[config.mk]
export PLATFORM = sky130hd
export DESIGN_NAME = async_serial_port
export DESIGN_NICKNAME = d
export VERILOG_FILES = /design/src/hdl/async_serial_port.v
export VERILOG_INCLUDE_DIRS = /design/src /design/src/hdl
export SDC_FILE = /design/constraint.sdc
export NUM_CORES = 1
export LEC_CHECK = 0
export BUFFER_PORTS_ARGS = -buffer_cell sky130_fd_sc_hd__buf_2
export CORE_MARGIN = 2
export CORE_UTILIZATION = 56
export DETAILED_ROUTE_END_ITERATION = 12
export PLACE_DENSITY = 0.73
export SLEW_MARGIN = 5
export SYNTH_ARGS = -nofsm -noshare
export SYNTH_HDL_FRONTEND = slang
export SYNTH_SLANG_ARGS = --single-unit
[constraint.sdc]
create_clock -name clock_in -period 4.15 [get_ports clock_in]
set_clock_uncertainty 0.1 [all_clocks]
set_input_delay 0.2075 -clock clock_in [delete_from_list [all_inputs] [get_ports clock_in]]
set_output_delay 0.2075 -clock clock_in [all_outputs]
set_load 0.005 [all_outputs]
[src/hdl/serial_port_map.vh]
/*
  Register map, field positions, reset values and timing counts for the
  asynchronous serial port. Assumes an 8-bit register port with a
  3-bit address and a 16x oversampling baud tick.
*/
// Overview of operation
// [RULE1] 8 or 9 data bits, full duplex, transmitter and receiver enabled apart
// [RULE2] Even, odd, mark, space or no parity, checked on reception
// [RULE3] One or two stop bits per frame
// [RULE4] Bit rate from a 16-bit divider built from high and low bytes
// [RULE5] Receive queue holds up to four characters
// [RULE6] Transmit holds one pending character beside the one shifting
// [RULE7] With address detect on, received last data bit one interrupts
// [RULE8] Interrupts for tx empty, tx idle, rx available, overrun, address
// [RULE9] Port plus tx enable drives the tx pin, pull-up off
// [RULE10] Port or tx or rx enable clear leaves the pin floating; the code floats it on port or tx enable clear only
// [RULE11] Written character moves to shifter, sent LSB first at baud rate
// [RULE12] Bits shift in LSB first, full character goes to receive buffer
// [RULE13] One data address: write transmits, read returns oldest character
// [RULE14] Status read only; idle and tx empty read one after reset
// [RULE15] Parity error flag bit 7, cleared by status read then data access
// [RULE16] Noise flag bit 6, set with data, never for overrun
// [RULE17] Framing error flag bit 5, same clear sequence
// [RULE18] Overrun flag bit 4 blocks further receive, same clear sequence
// [RULE19] Receiver idle bit 3 low from start bit until stop bit
// [RULE20] Receive available bit 2 set at trigger level, may interrupt
// [RULE21] Error flags set in the cycle the word enters the buffer
// [RULE22] Software clears rx available by status read then data read
// [RULE23] Transmitter idle when buffer empty and nothing sending, line high
// [RULE24] Port disable flushes, resets baud, clears flags and enables
// [RULE25] Parity type 00 even, 01 odd, 10 mark, 11 space
// [RULE26] Length select 0 is 8 bits, 1 is 9 bits, ninth bits apart
// [RULE27] Three samples at bit centre, majority wins, disagreement is noise
// [RULE28] Trigger level one to four characters, count register reports fill
`ifndef SERIAL_PORT_MAP_VH
`define SERIAL_PORT_MAP_VH
// ========================================
// Register offsets
`define OFF_STATUS 3'h0
`define OFF_CTL_ONE 3'h1
`define OFF_CTL_TWO 3'h2
`define OFF_DATA 3'h3
`define OFF_BAUD_HIGH 3'h4
`define OFF_BAUD_LOW 3'h5
`define OFF_FIFO_CTL 3'h6
`define OFF_RX_COUNT 3'h7
// ========================================
// Control field positions
`define C1_PORT_EN 7
`define C1_LEN 6
`define C1_PAR_EN 5
`define C1_BREAK 2
`define C1_TX8 0
`define C2_TX_EN 7
`define C2_RX_EN 6
`define C2_STOP 5
`define C2_ADDR_EN 4
`define C2_RX_IE 2
`define C2_TIDLE_IE 1
`define C2_TEMPTY_IE 0
// ========================================
// Reset values
`define STATUS_RST 8'h0B
`define CTL_RST 8'h00
// ========================================
// Timing counts in oversample ticks and bit times
`define TICK_LAST 4'hF
`define SAMPLE_A 4'h7
`define SAMPLE_B 4'h8
`define SAMPLE_C 4'h9
`define BREAK_BITS 4'hD
`endif

[src/hdl/async_serial_port.v]
/*
  Asynchronous serial port: register port, baud generator, transmitter
  with one pending character, receiver with a four-entry queue.
  Assumes a single clock; the receive pin is asynchronous to it.
*/
// The plain strobed port and the register offsets were chosen for this implementation.
`timescale 1ns/100ps
`include "serial_port_map.vh"

module async_serial_port #(
  parameter FIFO_DEPTH = 4
) (
  input wire clock_in,
  input wire reset_n_in,
  input wire [2:0] addr_in,
  input wire [7:0] wr_data_in,
  input wire wr_in,
  input wire rd_in,
  output reg [7:0] rd_data_out,
  input wire serial_in_pin_in,
  output reg serial_out_pin_out,
  output reg serial_out_pin_oe_n_out,
  output reg tx_pullup_en_out,
  output reg irq_out
);

  // ========================================
  // Parity over the bits below the parity position
  function par_bit;
    input [8:0] w;
    input [1:0] typ;
    input nine;
    reg x;
    begin
      x = nine ? ^w[7:0] : ^w[6:0];
      // [RULE25] even, odd, mark, space
      case (typ)
        2'b00: par_bit = x;
        2'b01: par_bit = ~x;
        2'b10: par_bit = 1'b1;
        default: par_bit = 1'b0;
      endcase
    end
  endfunction

  // ========================================
  // Register state
  reg en_q, bno_q, pren_q, brk_q, tx8_q;
  reg [1:0] prt_q;
  reg [7:0] ctl2_q, bdh_q, bdl_q;
  reg [5:0] fcr_q;
  reg seq_q;
  wire wr_data = wr_in && addr_in == `OFF_DATA;
  wire rd_data = rd_in && addr_in == `OFF_DATA;
  // [RULE1] transmitter and receiver enabled apart
  wire txon = en_q && ctl2_q[`C2_TX_EN];
  wire rxon = en_q && ctl2_q[`C2_RX_EN];

  // Control writes; enables drop whenever the port is off
  always @(posedge clock_in or negedge reset_n_in) begin
    if (!reset_n_in) begin
      en_q <= 1'b0;
      bno_q <= 1'b0;
      pren_q <= 1'b0;
      prt_q <= 2'b00;
      brk_q <= 1'b0;
      tx8_q <= 1'b0;
      ctl2_q <= `CTL_RST;
      bdh_q <= `CTL_RST;
      bdl_q <= `CTL_RST;
      fcr_q <= 6'h00;
    end else begin
      if (wr_in && addr_in == `OFF_CTL_ONE) begin
        en_q <= wr_data_in[`C1_PORT_EN];
        bno_q <= wr_data_in[`C1_LEN];
        pren_q <= wr_data_in[`C1_PAR_EN];
        prt_q <= wr_data_in[4:3];
        brk_q <= wr_data_in[`C1_BREAK];
        tx8_q <= wr_data_in[`C1_TX8];
      end
      if (wr_in && addr_in == `OFF_CTL_TWO)
        ctl2_q <= wr_data_in;
      if (wr_in && addr_in == `OFF_BAUD_HIGH)
        bdh_q <= wr_data_in;
      if (wr_in && addr_in == `OFF_BAUD_LOW)
        bdl_q <= wr_data_in;
      if (wr_in && addr_in == `OFF_FIFO_CTL)
        fcr_q <= wr_data_in[5:0];
      // [RULE24] disable clears enables
      if (!en_q) begin
        ctl2_q[7:6] <= 2'b00;
        brk_q <= 1'b0;
      end
    end
  end

  // ========================================
  // Baud generator, one tick per divider+1 clocks, 16 ticks a bit
  reg [15:0] bcnt_q;
  // [RULE4] 16-bit divider
  wire tick = en_q && bcnt_q == {bdh_q, bdl_q};
  always @(posedge clock_in or negedge reset_n_in) begin
    if (!reset_n_in)
      bcnt_q <= 16'h0000;
    else if (!en_q || tick)
      bcnt_q <= 16'h0000;
    else
      bcnt_q <= bcnt_q + 16'h0001;
  end

  // ========================================
  // Transmitter
  reg [8:0] tbuf_q;
  reg tfull_q, tbusy_q, tbrk_q;
  reg [11:0] tsh_q;
  reg [3:0] tph_q, tbits_q;
  reg [8:0] tw;
  reg [3:0] tlen;
  // Frame image: start bit, data with parity folded in, stop ones
  always @* begin
    tw = tbuf_q;
    // [RULE2] parity replaces last data bit
    if (pren_q && bno_q)
      tw[8] = par_bit(tbuf_q, prt_q, 1'b1);
    if (pren_q && !bno_q)
      tw[7] = par_bit(tbuf_q, prt_q, 1'b0);
    if (!bno_q)
      tw[8] = 1'b1;
    // [RULE3] one or two stop bits
    tlen = (bno_q ? 4'hB : 4'hA) + {3'b000, ctl2_q[`C2_STOP]};
  end
  wire tidle = !tfull_q && !tbusy_q && !tbrk_q;

  always @(posedge clock_in or negedge reset_n_in) begin
    if (!reset_n_in) begin
      tbuf_q <= 9'h000;
      tfull_q <= 1'b0;
      tbusy_q <= 1'b0;
      tbrk_q <= 1'b0;
      tsh_q <= 12'hFFF;
      tph_q <= 4'h0;
      tbits_q <= 4'h0;
    end else if (!txon) begin
      // [RULE24] abort and flush
      tfull_q <= 1'b0;
      tbusy_q <= 1'b0;
      tbrk_q <= 1'b0;
      tsh_q <= 12'hFFF;
    end else begin
      // [RULE6] single pending slot
      if (wr_data) begin
        tbuf_q <= {tx8_q, wr_data_in};
        tfull_q <= 1'b1;
      end
      if (!tbusy_q && !tbrk_q) begin
        if (tfull_q) begin
          // [RULE11] load shifter
          tsh_q <= {2'b11, tw, 1'b0};
          tbits_q <= tlen;
          tbusy_q <= 1'b1;
          tph_q <= 4'h0;
          if (!wr_data)
            tfull_q <= 1'b0;
        end else if (brk_q) begin
          tbrk_q <= 1'b1;
          tbits_q <= `BREAK_BITS;
          tph_q <= 4'h0;
        end
      end else if (tick) begin
        tph_q <= tph_q + 4'h1;
        if (tph_q == `TICK_LAST) begin
          if (tbusy_q) begin
            // [RULE11] LSB first
            tsh_q <= {1'b1, tsh_q[11:1]};
            tbits_q <= tbits_q - 4'h1;
            if (tbits_q == 4'h1)
              tbusy_q <= 1'b0;
          end else begin
            // Break lasts 13 bits at least, then until released
            if (tbits_q != 4'h0)
              tbits_q <= tbits_q - 4'h1;
            if (tbits_q <= 4'h1 && !brk_q)
              tbrk_q <= 1'b0;
          end
        end
      end
    end
  end

  // ========================================
  // Receive pin synchroniser; a change counts once stages 2 and 3 agree
  reg s1_q, s2_q, s3_q, rxf_q, rlast_q;
  always @(posedge clock_in or negedge reset_n_in) begin
    if (!reset_n_in) begin
      s1_q <= 1'b1;
      s2_q <= 1'b1;
      s3_q <= 1'b1;
      rxf_q <= 1'b1;
      rlast_q <= 1'b1;
    end else begin
      s1_q <= serial_in_pin_in;
      s2_q <= s1_q;
      s3_q <= s2_q;
      if (s2_q == s3_q)
        rxf_q <= s3_q;
      rlast_q <= rxf_q;
    end
  end

  // ========================================
  // Receiver
  reg rbusy_q, rnz_q, rfe_q, push_q;
  reg [3:0] rph_q, rbit_q;
  reg [1:0] smp_q;
  reg [8:0] rsh_q;
  wire [3:0] nd = bno_q ? 4'h9 : 4'h8;
  wire [3:0] rlast = nd + (ctl2_q[`C2_STOP] ? 4'h2 : 4'h1);
  // [RULE27] majority of three, disagreement is noise
  wire vote = (smp_q[1] & smp_q[0]) | (smp_q[1] & rxf_q) | (smp_q[0] & rxf_q);
  wire nz = !(smp_q[1] == smp_q[0] && smp_q[0] == rxf_q);
  wire bitmid = rbusy_q && tick && rph_q == `SAMPLE_C;

  always @(posedge clock_in or negedge reset_n_in) begin
    if (!reset_n_in) begin
      rbusy_q <= 1'b0;
      rnz_q <= 1'b0;
      rfe_q <= 1'b0;
      push_q <= 1'b0;
      rph_q <= 4'h0;
      rbit_q <= 4'h0;
      smp_q <= 2'b11;
      rsh_q <= 9'h000;
    end else begin
      push_q <= 1'b0;
      if (!rxon) begin
        rbusy_q <= 1'b0;
      end else if (!rbusy_q) begin
        // [RULE19] start bit ends idle
        if (rlast_q && !rxf_q) begin
          rbusy_q <= 1'b1;
          rph_q <= 4'h0;
          rbit_q <= 4'h0;
          rnz_q <= 1'b0;
          rfe_q <= 1'b0;
        end
      end else if (tick) begin
        rph_q <= rph_q + 4'h1;
        if (rph_q == `SAMPLE_A || rph_q == `SAMPLE_B)
          smp_q <= {smp_q[0], rxf_q};
        if (bitmid) begin
          rbit_q <= rbit_q + 4'h1;
          rnz_q <= rnz_q | nz;
          if (rbit_q == 4'h0 && vote)
            rbusy_q <= 1'b0;
          // [RULE12] shift in LSB first
          if (rbit_q != 4'h0 && rbit_q <= nd)
            rsh_q <= {vote, rsh_q[8:1]};
          if (rbit_q > nd && !vote)
            rfe_q <= 1'b1;
          if (rbit_q == rlast) begin
            rbusy_q <= 1'b0;
            push_q <= 1'b1;
          end
        end
      end
    end
  end

  // Assembled word and its error bits
  // [RULE26] eight or nine bits, parity bit kept out of the data
  wire [8:0] d9 = bno_q ? rsh_q : {1'b0, rsh_q[8:1]};
  wire lastbit = bno_q ? d9[8] : d9[7];
  wire [8:0] dkeep = pren_q ? (bno_q ? {1'b0, d9[7:0]} : {2'b00, d9[6:0]}) : d9;
  // [RULE2] check received parity
  wire perr = pren_q && par_bit(d9, prt_q, bno_q) != lastbit;
  wire [11:0] entry = {rnz_q, rfe_q, perr, dkeep};

  // ========================================
  // Receive queue and status flags
  reg [11:0] mem_q [0:FIFO_DEPTH-1];
  reg [1:0] wp_q, rp_q;
  reg [2:0] cnt_q;
  reg pe_q, nf_q, fe_q, oe_q, rxif_q, ahit_q;
  // [RULE18] overrun blocks entry
  wire do_push = push_q && !oe_q && cnt_q != FIFO_DEPTH;
  wire do_ovr = push_q && !oe_q && cnt_q == FIFO_DEPTH;
  // [RULE13] read pops oldest
  wire do_pop = rd_data && cnt_q != 3'h0;
  wire [2:0] cnt_n = cnt_q + {2'b00, do_push} - {2'b00, do_pop};
  // [RULE28] trigger level one to four
  wire [2:0] trig = {1'b0, fcr_q[1:0]} + 3'h1;
  wire clr = seq_q && (rd_data || wr_data);
  wire [11:0] head = mem_q[rp_q];

  always @(posedge clock_in) begin
    if (do_push)
      mem_q[wp_q] <= entry;
  end

  always @(posedge clock_in or negedge reset_n_in) begin
    if (!reset_n_in) begin
      wp_q <= 2'b00;
      rp_q <= 2'b00;
      cnt_q <= 3'h0;
      pe_q <= 1'b0;
      nf_q <= 1'b0;
      fe_q <= 1'b0;
      oe_q <= 1'b0;
      rxif_q <= 1'b0;
      ahit_q <= 1'b0;
      seq_q <= 1'b0;
    end else if (!en_q) begin
      // [RULE24] flush and clear flags
      wp_q <= 2'b00;
      rp_q <= 2'b00;
      cnt_q <= 3'h0;
      pe_q <= 1'b0;
      nf_q <= 1'b0;
      fe_q <= 1'b0;
      oe_q <= 1'b0;
      rxif_q <= 1'b0;
      ahit_q <= 1'b0;
      seq_q <= 1'b0;
    end else begin
      // [RULE5] four-entry queue
      if (do_push)
        wp_q <= wp_q + 2'b01;
      if (do_pop)
        rp_q <= rp_q + 2'b01;
      cnt_q <= cnt_n;
      // Status read arms the clear; a data access consumes it
      if (rd_in && addr_in == `OFF_STATUS)
        seq_q <= 1'b1;
      else if (rd_data || wr_data)
        seq_q <= 1'b0;
      // [RULE15] [RULE21] set at push, wins over clear
      pe_q <= (pe_q && !clr) || (do_push && entry[9]);
      // [RULE16] noise only with pushed data
      nf_q <= (nf_q && !clr) || (do_push && entry[11]);
      // [RULE17] framing error
      fe_q <= (fe_q && !clr) || (do_push && entry[10]);
      // [RULE18] overflow flag
      oe_q <= (oe_q && !clr) || do_ovr;
      // [RULE20] trigger level, [RULE22] clears only when empty
      rxif_q <= cnt_n >= trig || (rxif_q && !(clr && rd_data && cnt_n == 3'h0));
      // [RULE7] last data bit one
      ahit_q <= (ahit_q && !rd_data) || (do_push && ctl2_q[`C2_ADDR_EN] && lastbit);
    end
  end

  // ========================================
  // Register reads, one cycle later
  // [RULE14] status read only, idle and empty read one at reset
  wire [7:0] status = {pe_q, nf_q, fe_q, oe_q, !rbusy_q, rxif_q, tidle, !tfull_q};
  reg [7:0] mux;
  always @* begin
    case (addr_in)
      `OFF_STATUS: mux = status;
      `OFF_CTL_ONE: mux = {en_q, bno_q, pren_q, prt_q, brk_q, head[8], 1'b0};
      `OFF_CTL_TWO: mux = ctl2_q;
      `OFF_DATA: mux = head[7:0];
      `OFF_BAUD_HIGH: mux = bdh_q;
      `OFF_BAUD_LOW: mux = bdl_q;
      `OFF_FIFO_CTL: mux = {2'b00, fcr_q};
      `OFF_RX_COUNT: mux = {5'h00, cnt_q};
      default: mux = 8'h00;
    endcase
  end

  // Pins and interrupt, all registered
  always @(posedge clock_in or negedge reset_n_in) begin
    if (!reset_n_in) begin
      rd_data_out <= 8'h00;
      serial_out_pin_out <= 1'b1;
      serial_out_pin_oe_n_out <= 1'b1;
      tx_pullup_en_out <= 1'b1;
      irq_out <= 1'b0;
    end else begin
      rd_data_out <= rd_in ? mux : 8'h00;
      // [RULE23] line rests high when idle
      serial_out_pin_out <= tbusy_q ? tsh_q[0] : !tbrk_q;
      // [RULE9] drive and drop pull-up, [RULE10] float when off
      serial_out_pin_oe_n_out <= !txon;
      tx_pullup_en_out <= !txon;
      // [RULE8] interrupt sources
      irq_out <= (ctl2_q[`C2_RX_IE] && (rxif_q || oe_q))
        || (ctl2_q[`C2_TIDLE_IE] && tidle && txon)
        || (ctl2_q[`C2_TEMPTY_IE] && !tfull_q && txon)
        || ahit_q;
    end
  end

endmodule // async_serial_port

==> results of run 1 <==
## flip-flops by register name, indices dropped and copies added (netlist names), 2 cells and up
signal       cells
bcnt_q          16
bdh_q            8
bdl_q            8
cnt_q            3
ctl2_q           8
fcr_q            6
mem_q           36
prt_q            2
rbit_q           4
rd_data_out      8
rp_q             2
rph_q            4
rsh_q            9
smp_q            2
tbits_q          4
tbuf_q           9
tph_q            4
tsh_q           10
wp_q             2
## cell type report
cell class	instances	area, sq um	area share, %
clock buffers	18	429.2	4.584
clock inverters	14	137.6	1.470
inverters	31	116.4	1.243
multi-input cells	491	3714	39.67
flip-flops and latches	172	4508	48.16
well taps	184	230.2	2.459
repair buffers	37	226.5	2.419
## stage by stage
stage          hold slack, ns  std cells  cell area, sq um  setup slack (ns)
6_report              0.03020        947              9361             1.063
5_1_grt               0.02547        947              9361            0.8192
4_1_cts               0.01352        947              9361             1.053
3_5_place_dp           0.2136        911              8755            0.7301
3_3_place_gp           0.2134        911              8755            0.9581
2_1_floorplan         -0.1881        728              8476             1.069
## tightest hold or removal path, cell delays in order
cell	delay, ns
buf_2	0.15
nand2_1	0.07
o21ai_0	0.07
## metal layers
metal	vias up	track usage (%)	wire [microns]
li1	2619	-	-
met1	2833	32.32	8139
met2	124	39.09	8979
met3	29	4.188	626
met4	0	8.920	410
met5	-	0	0
## path summary, 6_finish.rpt
check / from / endpoint / slack, ns
hold reg to reg: s1_q / s2_q / 0.26
min in group asynchronous: reset_n_in / bcnt_q[10] / 0.36
setup reg to reg: cnt_q[2] / rxif_q / 1.06
setup / recovery: cnt_q[2] / rxif_q / 1.06
max in group asynchronous: reset_n_in / smp_q[1] / 2.51
hold / removal: wr_data_in[5] / ctl2_q[5] / 0.03
## repair_timing
item | CTS | global route
hold buffers | 4 | 0
endpoints found under the hold margin | 90 | 0
endpoints found under the setup margin | 0 | 0
## power by group through the flow
stage / logic [uW] / registers (uW) / clock network (uW)
finish: 402 / 1960 / 1530
floorplan: 301 / 1930 / 0
global route: 451 / 1970 / 1620
detailed placement: 398 / 1990 / 0
global placement: 385 / 1980 / 0
CTS: 405 / 1960 / 1550
## cell usage in the layout (no fill, tap or decap), types with 6 or more instances in the layout
master	Yosys	layout
dfrtp_1	117	117
clkinv_4	0	6
edfxtp_1	36	36
and2_1	12	12
buf_4	2	6
nand3_1	13	13
nor2_1	70	70
mux4_2	11	11
a31oi_1	7	7
nand2b_1	7	7
o21ai_0	37	37
inv_1	29	29
mux2_2	56	56
clkbuf_16	0	17
ha_1	25	25
and3_1	13	13
mux2i_1	22	22
nor2b_1	14	14
buf_2	6	26
nor3_1	9	9
xnor2_1	33	33
dfstp_2	19	19
nand2_1	36	36
or3_1	7	7
xor2_1	15	15
nand4_1	11	11
a21oi_1	34	34
## cells by family (layout without fill, tap and decap cells)
| kind of cell | after synthesis | after routing | synth area share, % |
|---|---|---|---|
| xor+xnor | 52 | 52 | 6.023 |
| fa+ha+maj | 27 | 27 | 4.045 |
| simple gates | 205 | 205 | 12.16 |
| compound gates | 118 | 118 | 8.547 |
| buf+inv | 65 | 100 | 3.070 |
| mux | 89 | 89 | 12.96 |
| flops | 172 | 172 | 53.19 |
==> run_results.csv, run 1 <==
group,metric,value,unit
logic_synthesis,synth_top_area_share,34.54,%
power,pwr_density_cell,415.2,nW/um^2
cells_and_area,drive_gt1_share,20.58,%
logic_synthesis,yosysWarnings,0,
placed_design,gp_congestion,0.8780,
routing,num_vias,5605,
clock_network,cts_resized,0,
routing,ant_nets,0,
routing,routed_wl,18160,microns
logic_synthesis,synth_ff_type,"dfrtp_1",
power,power_frac_clock,39.3,%
routing,dr.pass1.iters,5,
logic_synthesis,yosysMostFrequentCell,"dfrtp_1",
power,comb_power_share,10.3,%
cells_and_area,n_antenna_cell,0,
global_routing,grtUsageTotal,23.88,%
die,die_x,127.0,microns
critical_path,critPathSlowestCell,"dfrtp_1",
critical_path,path_cells,"nor3b_1, nor3b_1, inv_1, ha_1, inv_1, ha_1, inv_1, fa_1, xor2_1, xnor2_1, nand4_1, o21ai_0, o21ai_0, o21a_1",
logic_synthesis,synth_seq_cells,172,
sta,setup_viol,0,
power,intPower,2860,uW
clock_network,cts_tree,"built",
logic_synthesis,syn-instance-count,728,
sta,worstMarginPinSlew,1.215,ns
global_routing,grt_pass1_vias,5702,
die,dieArea,16140,sq um
die,rows,44,
placed_design,dp_hpwl,12520,microns
logic_synthesis,synthDistinctLibCells,61,
critical_path,critPathLaunchType,"register",
clock_network,cts.clk_slew.worst_paths,0.07,ns
global_routing,grt_max_degree,100,
sta,rsz0062_at_grt,"no",
hold_path,hp-class,"primary input to register",
routing,drt-initial-drc-count,453,
sta,min_period,3.087,ns
sta,setup_tns,0,ns
clock_network,h-tree-depth,4,
die,ios,28,
power,leakage,0.003905,uW
die,fp.coreArea,14640,sq um
critical_path,r2r_cells,14,
cells_and_area,syn_to_final_growth,10.45,%
critical_path,critPathCaptureType,"register",
routing,drc,0,
critical_path,crit_type,"register to register",
logic_synthesis,synthTopCellsByCount,"dfrtp_1, nor2_1, mux2_2, o21ai_0",
global_routing,grt_pass1_wl,30090,microns
critical_path,slowest_delay,0.42,ns
sta,period_share,74.38,%
power,ir_worst_vdd,0.3307,mV
logic_synthesis,ys_top_cells_by_area,"dfrtp_1, edfxtp_1, mux2_2, dfstp_2, ha_1",
global_routing,grt_overflow,0,
critical_path,crit_family,"adder cells",
power,switching_share,26.44,%
die,start_util,57.88,%
routing,wl_per_cell,19.17,microns
logic_synthesis,synth-seq-area-share,53.19,%
die,fp.dieH,127.0,microns
status,outcome,"completed",
cells_and_area,n_fill_cell,1110,
hold_path,hold_depth,3,
placed_design,io_buffers,27,
clock_network,cts_sinks,172,
logic_synthesis,syn_area,8476,sq um
sta,max_freq,324.0,MHz
critical_path,cp.arrival,3.30,ns
critical_path,cp_num_cells,14,
routing,viasPerCell,5.919,
power,power.total,3887,uW
sta,drv_slew,0,
power,seqPwrFrac,50.4,%
critical_path,worst_ep_required_time,4.37,ns
sta,finalHoldViolations,0,
clock_network,clock_latency,0.43,ns
logic_synthesis,synth_edf_count,36,
cells_and_area,finalCoreUtilization,63.93,%
clock_network,cts_buffers,17,
job,max-cap-violations,0,
logic_synthesis,synthArstFlopShare,79.07,%
global_routing,antenna_found_initial,0,
logic_synthesis,synth_area_leader_cell,"dfrtp_1",
clock_network,post-cts-setup-buffer-count,0,
cells_and_area,layout.nets,792,
sta,slew_headroom,18.41,%
critical_path,cp_max_fo,4,
logic_synthesis,syn_avg_cell_area,11.64,sq um
power,switchingPower,1028,uW
critical_path,cp.buffers_inverters,3,
clock_network,cts_root_buffer,"clkbuf_16",
clock_network,cts_buffer_depth,2,
logic_synthesis,syn-num-nets,770,
critical_path,crit_top_cell,"inv_1",
Note: power is estimated with default switching activity, not from simulation.
==> run 2: changes to the inputs <==
Clock period 4.15 ns to 3.11 ns, I/O delays scaled along.
==> run_results.csv, run 2 (synthesis results as in run 1) <==
group,metric,value,unit
critical_path,crit_family,"adder cells",
die,dieArea,16140,sq um
cells_and_area,n_fill_cell,1089,
power,pwr_density_cell,549.3,nW/um^2
cells_and_area,largest_reg_flops,36,
critical_path,critPathSlowestCell,"fa_1",
placed_design,io_buffers,27,
routing,route.met3.wl,867,microns
sta,finalHoldViolations,0,
cells_and_area,reg.largest.list,"mem_q x36, bcnt_q x16, tsh_q x10",
hold_path,min-delay-start,"wr_data_in[0]",
global_routing,grt_pass1_wl,30640,microns
cells_and_area,n_antenna_cell,0,
critical_path,crit_type,"register to register",
die,start_util,57.88,%
cells_and_area,final_common_cell,"dfrtp_1",
sta,rsz0062_at_grt,"no",
clock_network,cts_buffer_depth,2,
cells_and_area,syn_to_final_growth,12.28,%
clock_network,h-tree-depth,4,
critical_path,cp.buffers_inverters,4,
routing,wl_met2,9104,microns
clock_network,cts_root_buffer,"clkbuf_16",
critical_path,path_cells,"nor3b_2, nor3b_2, inv_1, ha_1, inv_1, ha_1, inv_1, fa_1, inv_1, ha_1, a21oi_1, a21oi_1, o21a_1",
routing,drt-initial-drc-count,471,
job,max-cap-violations,0,
die,ios,28,
sta,worstMarginPinSlew,0.7694,ns
cells_and_area,drive_gt1_share,21.82,%
sta,timing.final.ws_setup,0.2419,ns
sta,min_period,2.868,ns
critical_path,slowest_delay,0.53,ns
cells_and_area,final_area,9517,sq um
routing,wl_per_cell,19.22,microns
die,fp.coreArea,14640,sq um
die,fp.dieH,127.0,microns
routing,dr.pass1.iters,5,
routing,drt-met1-wl,8147,microns
die,rows,44,
critical_path,critPathLaunchType,"register",
critical_path,critPathCaptureType,"register",
cells_and_area,layout.nets,808,
clock_network,cts_sinks,172,
global_routing,grtUsageTotal,24.52,%
sta,setup_viol,0,
global_routing,grt_pass1_vias,5909,
sta,drv_slew,0,
placed_design,gp_congestion,0.8997,
clock_network,cts_tree,"built",
routing,viasPerCell,5.975,
critical_path,setup.worst_path.start,"cnt_q[2]",
status,outcome,"completed",
critical_path,r2r-start,"cnt_q[2]",
cells_and_area,top_register,"mem_q",
routing,routed_wl,18510,microns
sta,period_share,92.22,%
power,ir_worst_vdd,0.4435,mV
global_routing,antenna_found_initial,0,
routing,drc,0,
clock_network,cts_buffers,17,
routing,num_vias,5754,
routing,ant_nets,0,
global_routing,grt_max_degree,81,
cells_and_area,finalCoreUtilization,64.99,%
sta,slew_headroom,48.70,%
cells_and_area,final_cell_mix,"dfrtp_1, nor2_1, mux2_2",
routing,top_layer_used,"met4",
die,die_x,127.0,microns
hold_path,hp-class,"primary input to register",
sta,max_freq,348.7,MHz
clock_network,cts.clk_slew.worst_paths,0.07,ns
clock_network,post-cts-setup-buffer-count,0,
placed_design,dp_slack,0.2363,ns
critical_path,crit_top_cell,"inv_1",
global_routing,grt_overflow,0,
clock_network,clock_latency,0.44,ns
power,leakage,0.003992,uW
critical_path,cp.arrival,3.10,ns
critical_path,worst_ep_required_time,3.34,ns
sta,setup_tns,0,ns
critical_path,cp_max_fo,4,
placed_design,placed_area,8842,sq um
placed_design,dp_hpwl,12660,microns
## run 2: changes by cell type in the layout (fill, tap and decap cells not counted)
cell           before  now
nor3b_1             3    1
clkinv_2            0    1
buf_12              0    1
inv_8               1    0
clkinv_4            6    3
clkinv_1            3    2
buf_4               6   15
dlygate4sd3_1       4   10
inv_6               4    7
clkinvlp_4          0    1
nor3b_2             1    3
## run 2: path summary, 6_finish.rpt
kind / endpoint / slack, ns / depth (start not counted)
setup / recovery: rxif_q / 0.24 / 13
hold / removal: ctl2_q[0] / 0.02 / 3
setup reg to reg: rxif_q / 0.24 / 13
hold reg to reg: s2_q / 0.26 / 0
max in group asynchronous: tsh_q[8] / 1.80 / 3
min in group asynchronous: bcnt_q[8] / 0.24 / 2
## run 2: stage by stage
step / std cells / power (uW) / hold slack, ns
3_3_place_gp: 921 / 3179 / 0.1446
4_1_cts: 963 / 5254 / 0.006664
5_1_grt: 963 / 5440 / 0.03423
3_5_place_dp: 921 / 3203 / 0.1549
6_report: 963 / 5227 / 0.02017
2_1_floorplan: 728 / 2972 / -0.2401
## run 2: layer usage
| metal | up-vias | global-route usage (%) |
|---|---|---|
| met1 | 2924 | 33.05 |
| met5 | - | 0 |
| met2 | 143 | 40.42 |
| met4 | 0 | 7.240 |
| met3 | 27 | 5.402 |
| li1 | 2660 | - |
## run 2: layout make-up
type | instances | area (sq um) | area share (%)
sequential | 172 | 4508 | 47.37
multi-input combinational | 491 | 3724 | 39.13
clock buffer | 18 | 429.2 | 4.510
timing repair buffer | 53 | 374.1 | 3.931
tap | 184 | 230.2 | 2.419
clock inverter | 14 | 135.1 | 1.420
inverter | 31 | 116.4 | 1.223
## run 2: power by group
group          leakage, uW  switching [uW]  internal, uW
clock network     0.000273             935          1120
registers          0.00201             156          2430
logic              0.00171             303           281
## run 2: what timing repair did
action / 4_1_cts / 5_1_grt
setup endpoints to repair: 0 / 1
endpoints found under the hold margin: 109 / 0
hold buffers: 10 / 0
resized for setup: 0 / 2
## run 2: tightest hold or removal path, cell delays in order
cell and delay (ns):
buf_2 0.17, nand2_1 0.09, o21ai_0 0.08
